**config.mk**
```make
export PLATFORM = sky130hd
export DESIGN_NAME = whip_port
export DESIGN_NICKNAME = d
export VERILOG_FILES = /design/src/design/whip_pkg.sv /design/src/design/whip_fifo.sv /design/src/design/whip_sync.sv /design/src/design/whip_port.sv
export SDC_FILE = /design/constraint.sdc
export NUM_CORES = 1
export LEC_CHECK = 0
export ABC_AREA = 1
export BUFFER_PORTS_ARGS = -buffer_cell sky130_fd_sc_hd__buf_2
export CORE_MARGIN = 3
export CORE_UTILIZATION = 35
export CTS_CLUSTER_DIAMETER = 30
export DETAILED_ROUTE_END_ITERATION = 8
export PLACE_DENSITY_LB_ADDON = 0.12
export SYNTH_ARGS = -nofsm -noshare
export SYNTH_HDL_FRONTEND = slang
export SYNTH_HIERARCHICAL = 1
export SYNTH_SLANG_ARGS = --single-unit
```
**constraint.sdc**
```tcl
create_clock -name sys_clk -period 3 [get_ports sys_clk]
set_input_delay 0.15 -clock sys_clk [delete_from_list [all_inputs] [get_ports sys_clk]]
set_output_delay 0.15 -clock sys_clk [all_outputs]
set_load 0.02 [all_outputs]
```
**src/design/whip_pkg.sv**
```systemverilog
package whip_pkg;
	// Clock and strobe delay
	localparam int CLK_PERIOD_NS   = 8;
	localparam int STB_DELAY_NS    = 100;
	localparam int STB_DELAY_CYC   = (STB_DELAY_NS + CLK_PERIOD_NS - 1) / CLK_PERIOD_NS;
	localparam int WORD_W          = 16;
	localparam int BYTE_W          = 8;
	localparam int FIFO_DEPTH      = 16;
	localparam int SUBMODE         = 2'h0;
	localparam logic [WORD_W-1:0] DATA_RST = 16'h0000;

	typedef enum logic [1:0] {
		WHIP_IDLE = 2'b00,
		WHIP_WAIT = 2'b01,
		WHIP_ACK  = 2'b10,
		WHIP_HOLD = 2'b11
	} whip_state_e;
endpackage : whip_pkg

```
**src/design/whip_fifo.sv**
```systemverilog
`timescale 1ns/1ns
module whip_fifo #(
	parameter int WIDTH = 16,
	parameter int DEPTH = 16
) (
	input  wire logic             sys_clk,
	input  wire logic             resetn,
	input  wire logic [WIDTH-1:0] in_data,
	input  wire logic             in_valid,
	output logic                  in_ready,
	output logic      [WIDTH-1:0] out_data,
	output logic                  out_valid,
	input  wire logic             out_ready
);
	localparam int AW = $clog2(DEPTH);

	logic [WIDTH-1:0] mem [DEPTH];
	logic [AW-1:0]    wr_ptr;
	logic [AW-1:0]    rd_ptr;
	logic [AW:0]      count;
	logic [AW-1:0]    next_wr_ptr;
	logic [AW-1:0]    next_rd_ptr;
	logic [AW:0]      next_count;
	logic             do_wr;
	logic             do_rd;

	always_comb begin
		do_wr = in_valid && in_ready;
		do_rd = out_valid && out_ready;
		next_wr_ptr = do_wr ? wr_ptr + 1'b1 : wr_ptr;
		next_rd_ptr = do_rd ? rd_ptr + 1'b1 : rd_ptr;
		next_count = count;
		if (do_wr && !do_rd) begin
			next_count = count + 1'b1;
		end else if (do_rd && !do_wr) begin
			next_count = count - 1'b1;
		end
	end

	always_ff @(posedge sys_clk or negedge resetn) begin
		if (!resetn) begin
			wr_ptr <= '0;
			rd_ptr <= '0;
			count  <= '0;
		end else begin
			wr_ptr <= next_wr_ptr;
			rd_ptr <= next_rd_ptr;
			count  <= next_count;
		end
	end

	always_ff @(posedge sys_clk) begin
		if (do_wr) begin
			mem[wr_ptr] <= in_data;
		end
	end

	assign in_ready  = (count != DEPTH[AW:0]);
	assign out_valid = (count != '0);
	assign out_data  = mem[rd_ptr];
endmodule : whip_fifo

```
**src/design/whip_sync.sv**
```systemverilog
`timescale 1ns/1ns
module whip_sync #(
	parameter int WIDTH = 1
) (
	input  wire logic             sys_clk,
	input  wire logic             resetn,
	input  wire logic [WIDTH-1:0] async_in,
	output logic      [WIDTH-1:0] sync_out
);
	logic [WIDTH-1:0] meta;
	logic [WIDTH-1:0] next_meta;
	logic [WIDTH-1:0] next_sync;

	always_comb begin
		next_meta = async_in;
		next_sync = meta;
	end

	// Resets high so idle active-low lines read inactive
	always_ff @(posedge sys_clk or negedge resetn) begin
		if (!resetn) begin
			meta     <= '1;
			sync_out <= '1;
		end else begin
			meta     <= next_meta;
			sync_out <= next_sync;
		end
	end
endmodule : whip_sync

```
**src/design/whip_port.sv**
```systemverilog
`timescale 1ns/1ns
// Overview of operation
// - Input word is two byte halves, each double-buffered with interlocked handshake.
// - One active-low strobe latches both halves together.
// - Only the upper half drives acknowledge; lower half acknowledge unused.
// - Every link transfer is one 16-bit word.
// - Local sender puts address-0 byte on bits 15:8, address-1 byte on 7:0.
// - Upper and lower byte lanes are exchanged between the two sides.
// - Data-valid is delayed about 100 ns before acting as the strobe.
// - After the word is latched, acknowledge goes low.
// - Release acknowledge if room remains; else hold low until a word is drained.
// - Acknowledge timed from strobe fall, released regardless of strobe level.
module whip_port #(
	parameter int WIDTH = whip_pkg::WORD_W,
	parameter int DEPTH = whip_pkg::FIFO_DEPTH,
	parameter int DELAY = whip_pkg::STB_DELAY_CYC
) (
	input  wire logic             sys_clk,
	input  wire logic             resetn,
	input  wire logic             data_valid_n,
	input  wire logic [WIDTH-1:0] link_data,
	output logic                  ack_n,
	output logic      [WIDTH-1:0] word_data,
	output logic                  word_valid,
	input  wire logic             word_ready,
	output logic                  overrun
);
	localparam int HW = WIDTH / 2;

	// Byte-lane exchange between the link and the local word
	function automatic logic [WIDTH-1:0] lane_swap(input logic [WIDTH-1:0] w);
		lane_swap = {w[HW-1:0], w[WIDTH-1:HW]};
	endfunction : lane_swap

	logic             dav_s;
	logic [WIDTH-1:0] data_s;
	logic [DELAY-1:0] dly;
	logic [DELAY-1:0] next_dly;
	logic             stb_prev;
	logic             next_stb_prev;
	logic             stb_fall;
	whip_pkg::whip_state_e state;
	whip_pkg::whip_state_e next_state;
	logic [HW-1:0]    upper_half;
	logic [HW-1:0]    lower_half;
	logic [HW-1:0]    next_upper_half;
	logic [HW-1:0]    next_lower_half;
	logic             latched;
	logic             next_latched;
	logic             upper_ack_n;
	logic             next_upper_ack_n;
	logic             lower_ack_n;
	logic             next_lower_ack_n;
	logic             next_overrun;
	logic             f_in_ready;
	logic [WIDTH-1:0] f_out_data;
	logic             f_out_valid;
	logic             hold_valid;
	logic             next_hold_valid;
	logic [WIDTH-1:0] next_word_data;
	logic             next_word_valid;
	logic             f_pop;
	logic [WIDTH-1:0] swapped;

	// Two-flop synchronisers for strobe and data lines
	whip_sync #(.WIDTH(1)) u_sync_dav (
		.sys_clk  (sys_clk),
		.resetn   (resetn),
		.async_in (data_valid_n),
		.sync_out (dav_s)
	);

	whip_sync #(.WIDTH(WIDTH)) u_sync_data (
		.sys_clk  (sys_clk),
		.resetn   (resetn),
		.async_in (link_data),
		.sync_out (data_s)
	);

	// Delay line: strobe is data-valid seen DELAY cycles later
	always_comb begin
		next_dly = {dly[DELAY-2:0], dav_s};
		next_stb_prev = dly[DELAY-1];
		stb_fall = stb_prev && !dly[DELAY-1];
	end

	always_ff @(posedge sys_clk or negedge resetn) begin
		if (!resetn) begin
			dly      <= '1;
			stb_prev <= 1'b1;
		end else begin
			dly      <= next_dly;
			stb_prev <= next_stb_prev;
		end
	end

	// Handshake: both halves latch on the one strobe edge
	always_comb begin
		next_state       = state;
		next_upper_half  = upper_half;
		next_lower_half  = lower_half;
		next_latched     = 1'b0;
		next_upper_ack_n = upper_ack_n;
		next_lower_ack_n = lower_ack_n;
		next_overrun     = 1'b0;
		swapped          = lane_swap(data_s);
		case (state)
			whip_pkg::WHIP_IDLE: begin
				if (stb_fall) begin
					// Whole 16-bit word, lanes exchanged
					next_upper_half = swapped[WIDTH-1:HW];
					next_lower_half = swapped[HW-1:0];
					next_state      = whip_pkg::WHIP_WAIT;
				end
			end
			whip_pkg::WHIP_WAIT: begin
				if (f_in_ready) begin
					next_latched     = 1'b1;
					next_upper_ack_n = 1'b0;
					next_lower_ack_n = 1'b0;
					next_state       = whip_pkg::WHIP_ACK;
				end
			end
			whip_pkg::WHIP_ACK: begin
				// The word lands in the FIFO at this edge, so room is judged a cycle later
				if (stb_fall) begin
					next_overrun = 1'b1;
				end
				next_state = whip_pkg::WHIP_HOLD;
			end
			whip_pkg::WHIP_HOLD: begin
				if (stb_fall) begin
					next_overrun = 1'b1;
				end
				if (f_in_ready) begin
					next_upper_ack_n = 1'b1;
					next_lower_ack_n = 1'b1;
					next_state       = whip_pkg::WHIP_IDLE;
				end
			end
			default: begin
				next_state = whip_pkg::WHIP_IDLE;
			end
		endcase
	end

	always_ff @(posedge sys_clk or negedge resetn) begin
		if (!resetn) begin
			state       <= whip_pkg::WHIP_IDLE;
			upper_half  <= '0;
			lower_half  <= '0;
			latched     <= 1'b0;
			upper_ack_n <= 1'b1;
			lower_ack_n <= 1'b1;
			overrun     <= 1'b0;
		end else begin
			state       <= next_state;
			upper_half  <= next_upper_half;
			lower_half  <= next_lower_half;
			latched     <= next_latched;
			upper_ack_n <= next_upper_ack_n;
			lower_ack_n <= next_lower_ack_n;
			overrun     <= next_overrun;
		end
	end

	// Only the upper half answers the sender; lower ack left unused
	assign ack_n = upper_ack_n;

	whip_fifo #(.WIDTH(WIDTH), .DEPTH(DEPTH)) u_fifo (
		.sys_clk   (sys_clk),
		.resetn    (resetn),
		.in_data   ({upper_half, lower_half}),
		.in_valid  (latched),
		.in_ready  (f_in_ready),
		.out_data  (f_out_data),
		.out_valid (f_out_valid),
		.out_ready (f_pop)
	);

	// Registered output stage so outputs come from flops
	always_comb begin
		f_pop           = f_out_valid && (!hold_valid || word_ready);
		next_hold_valid = hold_valid;
		next_word_data  = word_data;
		if (f_pop) begin
			next_hold_valid = 1'b1;
			next_word_data  = f_out_data;
		end else if (word_ready) begin
			next_hold_valid = 1'b0;
		end
		next_word_valid = next_hold_valid;
	end

	always_ff @(posedge sys_clk or negedge resetn) begin
		if (!resetn) begin
			hold_valid <= 1'b0;
			word_data  <= whip_pkg::DATA_RST;
			word_valid <= 1'b0;
		end else begin
			hold_valid <= next_hold_valid;
			word_data  <= next_word_data;
			word_valid <= next_word_valid;
		end
	end
endmodule : whip_port

```
* Word-level counts from Yosys, hierarchy flattened
Memories as Yosys holds them, arrays and structs flattened. A register that Yosys moved wholly into a read port is not among the register bits.
Cells that the tools add are included.
** Storage, ports and cells
- Bits in registers :: 83
- RAM bits :: 256
- Input bits :: 20
- Output and inout bits :: 19
- Word-level logic and storage cells :: 66
- Memories :: 1
** Operators by class
- Add/sub/neg operators :: 4
- Equality and inequality tests :: 7
- Muxes and demuxes :: 17
- Reductions and logical operators :: 21
** Memories
- u_fifo.mem :: depth 16, width 16, read ports 1, clocked after memory_dff 1, write ports 1, line whip_fifo.sv:17 : logic [WIDTH-1:0] mem [DEPTH];
** Operator list (count)
- two-way mux 1 bit :: 10
- two-way mux 5 bit :: 2
- adder 4 x 1 -> 4 bit, second input constant :: 2
- one-hot mux 2 bit (4 select lines) :: 1
- logical AND 1 bit :: 6
- two-way mux 2 bit :: 3
- AND reduction 3 bit :: 2
- nonzero test 2 bit :: 3
- adder 5 x 1 -> 5 bit, second input constant :: 1
- logical NOT 1 bit :: 5
- != test 5 bit, second input constant :: 1
- nonzero test 5 bit :: 1
- subtractor 5 x 1 -> 5 bit, second input constant :: 1
- equality test 2 bit, second input constant :: 2
- != test 2 x 1 -> 1 bit, second input constant :: 2
- equality test 2 x 1 -> 1 bit, second input constant :: 1
- logical NOT 2 bit :: 1
- != test 2 bit, second input constant :: 1
- one-hot mux 1 bit (2 select lines) :: 1
- AND reduction 2 bit :: 1
- OR reduction 2 bit :: 1
- logical OR 1 bit :: 1

* Logic depth before layout (Yosys ltp)
- Depth in word-level cells :: 7
- Mapped depth :: 16
- Gate-level depth less buffers :: 15

* Hierarchy
Netlist, hierarchy kept.
** Modules (own cells, without submodules)
- whip_fifo :: times used 1, cells an instance 1117, area each 11628.7 sq um, seq. area each 8012.7 sq um
- whip_port :: times used 1, cells an instance 187, area each 1994.4 sq um, seq. area each 1320.0 sq um
- whip_sync (u_sync_data) :: times used 1, cells an instance 32, area each 840.8 sq um, seq. area each 840.8 sq um
- whip_sync (u_sync_dav) :: times used 1, cells an instance 2, area each 52.6 sq um, seq. area each 52.6 sq um

* Worst setup path after synthesis
Ideal clock, no wire load.
- Path kind :: register to register
- From :: reg u_fifo.count[1]
- To :: reg u_fifo.count[4]
- Library setup time :: 0.117 ns
- Arrival time :: 2.249 ns
- Required time :: 2.883 ns
- Path slack :: 0.635 ns
- Cell stages (with the launch flop) :: 16
- Buffers on the path :: 1
- Clock period less this slack :: 2.365 ns
- Cell sequence :: dfrtp_1 > nor2_1 > nand4_1 > nand2_4 > inv_6 > buf_12 > nand2_1 > ha_1 > inv_1 > fa_1 > nand2_1 > nand3_1 > nand3_1 > nand2_1 > nand2_1 > nand2_1
** On the way
- Word-level cells in the longest chain between the ends :: 6
- Elaborated cells between the ends (all ways) :: 14
- Those cells by class :: add/sub: 2; eq/ne: 1; mux: 2; reduce/logical: 9
** RTL lines
- start, declared :: line whip_fifo.sv:20 : logic [AW:0] count;
- start signal, assigned :: line whip_fifo.sv:48 : count <= next_count;
- nonzero test 5 bit (*) :: line whip_fifo.sv:59 : assign out_valid = (count != '0);
- via f_out_valid :: line whip_port.sv:57 : logic f_out_valid;
- logical AND 1 bit (*) :: line whip_port.sv:183 : f_pop = f_out_valid && (!hold_valid || word_ready);
- via f_pop :: line whip_port.sv:62 : logic f_pop;
- logical AND 1 bit (*) :: line whip_fifo.sv:29 : do_rd = out_valid && out_ready;
- logical NOT 1 bit :: line whip_fifo.sv:33 : if (do_wr && !do_rd) begin
- logical AND 1 bit :: line whip_fifo.sv:33
- two-way mux 5 bit / nonzero test 2 bit (equally long branches)
Mark *: on every way through the listed nets, which the timed path passes. The rest lies on a longest branch. The select of a mux whose other input is x is not followed.
A chain may end at the register's enable or synchronous reset.

* Final worst setup path
- From :: reg u_fifo.count[1]
- To :: reg u_fifo.count[4]
** On the way
- Word-level cells in the longest chain between the ends :: 6
- Elaborated cells between the ends (all ways) :: 14
- Those cells by class :: add/sub: 2; eq/ne: 1; mux: 2; reduce/logical: 9
** RTL lines (line)
- nonzero test 5 bit (*) :: whip_fifo.sv:59
- via f_out_valid :: whip_port.sv:57
- logical AND 1 bit :: whip_port.sv:183
- logical AND 1 bit (*) :: whip_fifo.sv:29
- logical NOT 1 bit :: whip_fifo.sv:33
- logical AND 1 bit :: whip_fifo.sv:33
- two-way mux 5 bit / nonzero test 2 bit (equally long branches)
Marks and branches as above.

==> impl_metrics.csv <==
group,metric,value,unit
sta,setup_viol,0,
sta,hold_violations,0,
route,via_per_inst,4.564,
die,dieArea,43960,sq um
critical_path,rrSetupSlack,0.46,ns
sta,fmax,393.3,MHz
synthesis,synth_cell_types,31,
grt,grtUsageTotal,16.37,%
die,fp.dieW,209.7,um
power,max-vdd-ir-drop,0.5847,mV
die,dieHeight,209.7,um
sta,tns,0,ns
power,p_per_area,1148,nW/um^2
synthesis,synth_top_area_share,52.96,%
sta,fin_crit,2.542,ns
die,start_util,35.96,%
grt,grt_pass1_vias,9360,
place,dp_hpwl,20.50,mm
route,ant_nets,0,
synthesis,yosysSeqAreaShare,70.44,%
synthesis,ys_top_cells_by_count,"513 x nand2_1, 256 x edfxtp_1, 133 x inv_1",
cells_and_area,regArea,10230,sq um
grt,antenna_found_initial,1,
clocking,post_cts_buffers,0,
grt,grt_overflow,0,
route,wl,35.08,mm
synthesis,netlist_instances,1338,
sta,fin_hold_ws,0.1692,ns
critical_path,r2r_cells,14,
clocking,cts_tree,"built",
sta,rsz0062_at_grt,"false",
sta,fin_skew,0.01552,ns
cells_and_area,antennaDiodeCount,0,
synthesis,synth_fp_nets,1374,
synthesis,synth.area.top_cells,"edfxtp_1 53%, nand2_1 13%, dfstp_2 8.9%, dfrtp_1 8.6%, nand3_1 3.7%",
grt,grt_max_degree,125,
die,io_pins,39,
synthesis,synthArstFlopShare,27.89,%
power,switching_power,0.006880,W
cells_and_area,fin_nets,1497,
grt,grt_pass1_wl,54.99,mm
clocking,root_buffer,"clkbuf_16",
synthesis,syn_area_per_cell,10.85,sq um
clocking,clock_latency,0.57,ns
hold_path,hold_class,"input pin to async pin",
critical_path,critical_path_class,"register to register",
cells_and_area,flow.area_growth_from_synthesis,26.27,%
critical_path,worst_ep_arrival_time,2.99,ns
synthesis,yosysWarnings,6,
die,rows,73,
sta,tightest_slew,0.9371,ns
route,drtPass1Iterations,5,
status,status,"finished, final reports clean",
sta,max-slew-margin-rel,37.53,%
synthesis,syn_area,14520,sq um
clocking,cts_buffers,80,
critical_path,required,3.45,ns
route,wl_per_cell,17.10,um
die,core_area,40370,sq um
clocking,clock_path_buffers,3,
synthesis,synth_seq_cells,355,
run,max_cap_viol_count,0,
place,portBuffers,38,
route,drc,0,
power,p_leak,7.943,nW
route,drt_iter0_drc,614,
cells_and_area,fillCellCount,3756,
synthesis,synth_most_common_cell,"nand2_1",
cells_and_area,drive_gt1_share,18.35,%
sta,post-route-period-util,84.75,%
critical_path,worst_setup_path_end_kind,"register",
cells_and_area,multi_input_area,3400,sq um
clocking,clkTransAtPathRegs,0.05,ns
place,gp_congestion,0.7899,
critical_path,r2r_end,"u_fifo/count[4]",
synthesis,synth_enable_flop_cells,256,
sta,drv_slew,0,
clocking,clock-sinks,355,
clocking,cts_max_level,3,
power,p_seq_share,34.5,%
power,p_int,0.01416,W
critical_path,critPathLaunchType,"register",
synthesis,ys.flop_type,"edfxtp_1",
critical_path,cp_max_fo,19,
power,clkPwrFrac,42.9,%
power,p_sw_share,32.71,%
critical_path,timing.rr.start,"u_fifo/count[1]",
power,combPwrFrac,22.6,%
route,vias,9360,
synthesis,synth_largest_area_cell,"edfxtp_1",
==> how the worst max path moves through the flow <==
stage | start | endpoint | slack, ns | cells past startpoint
CTS | u_fifo/count[1] | u_fifo/count[4] | 0.45 | 14
finish | u_fifo/count[1] | u_fifo/count[4] | 0.46 | 14
floorplan | u_fifo/count[1] | u_fifo/count[4] | 0.63 | 15
global route | u_fifo/count[1] | u_fifo/count[4] | 0.16 | 15
detailed placement | u_fifo/count[1] | u_fifo/count[4] | 0.47 | 14
global placement | u_fifo/count[1] | u_fifo/count[4] | 0.50 | 14
==> cell usage in the layout, fill, tap and decap left out, types with 15 or more instances in the layout <==
master	n
buf_4	35
buf_2	37
inv_1	133
dlygate4sd3_1	19
dfstp_2	49
nand2_1	513
dfrtp_1	49
clkbuf_16	82
nor2_1	110
edfxtp_1	256
nand3_1	107
ha_1	15
==> through the flow <==
stage	cells	util, %	power [W]	instance area, sq um	setup slack (ns)
3_3_place_gp	1885	37.90	0.01213	15300	0.5004
4_1_cts	2051	45.40	0.02134	18330	0.4501
5_1_grt	2051	45.40	0.02230	18330	0.1648
2_1_floorplan	1338	-	0.01035	14520	0.6349
6_report	2051	45.40	0.02104	18330	0.4576
3_5_place_dp	1885	37.90	0.01217	15300	0.4689
==> flip-flops by register name (all words and copies together) (netlist names), 4 cells and up <==
name,count
lower_half,8
upper_half,8
u_fifo/mem,256
word_data,16
u_sync_data/sync_out,16
u_fifo/count,5
u_sync_data/meta,16
u_fifo/wr_ptr,4
u_fifo/rd_ptr,4
dly,13
==> power by group through the flow <==
| stage | sequential [W] | combinational [W] | clock [W] |
|---|---|---|---|
| 2_1_floorplan | 0.00704 | 0.00331 | 0 |
| 3_3_place_gp | 0.00734 | 0.00479 | 0 |
| 3_5_place_dp | 0.00736 | 0.00481 | 0 |
| 4_1_cts | 0.00729 | 0.00485 | 0.00920 |
| 5_1_grt | 0.00739 | 0.00542 | 0.00948 |
| 6_report | 0.00726 | 0.00475 | 0.00903 |
==> worst max-delay path, stage by stage (launching register included) <==
cell and delay (ns):
dfrtp_1 0.42, nor2_1 0.16, nand4_1 0.24, nand2_4 0.18
inv_6 0.09, nand2_1 0.20, ha_1 0.20, inv_1 0.11
fa_1 0.40, nand2_1 0.10, nand3_1 0.09, nand3_1 0.08
nand2_1 0.05, nand2_1 0.05, nand2_1 0.05
==> metal layers <==
metal	track usage, %	vias to the layer above	wire length [um]
met1	23.00	4472	16510
met5	0	-	0
met2	25.05	240	15570
met4	5.520	0	994
li1	-	4570	-
met3	3.901	78	1998
==> area by class of cell <==
type | instances | share of cell area [%]
repair buffers | 93 | 3.700
flip-flops and latches | 355 | 55.81
clock buffers | 100 | 11.89
inverters | 138 | 2.867
clock inverters | 47 | 3.604
well taps | 525 | 3.584
multi-input cells | 793 | 18.55
==> what timing repair did <==
item                                    in CTS  in global routing
endpoints found under the hold margin       40                  0
gates resized for setup                      0                  0
endpoints found under the setup margin       0                  0
hold buffers                                19                  0
==> kinds of logic (layout without fill, tap and decap cells) <==
logic type / Yosys count / after routing / share of synthesized area [%]
AOI/OAI and AO/OA: 24 / 24 / 0.9998
xor gates and xnor gates: 6 / 6 / 0.3621
adders and majority gates: 16 / 16 / 1.431
buffers and inverters: 190 / 378 / 6.240
DFF: 355 / 355 / 70.44
and+or+nand+nor: 747 / 747 / 20.52
(Power assumes the default switching activity.)
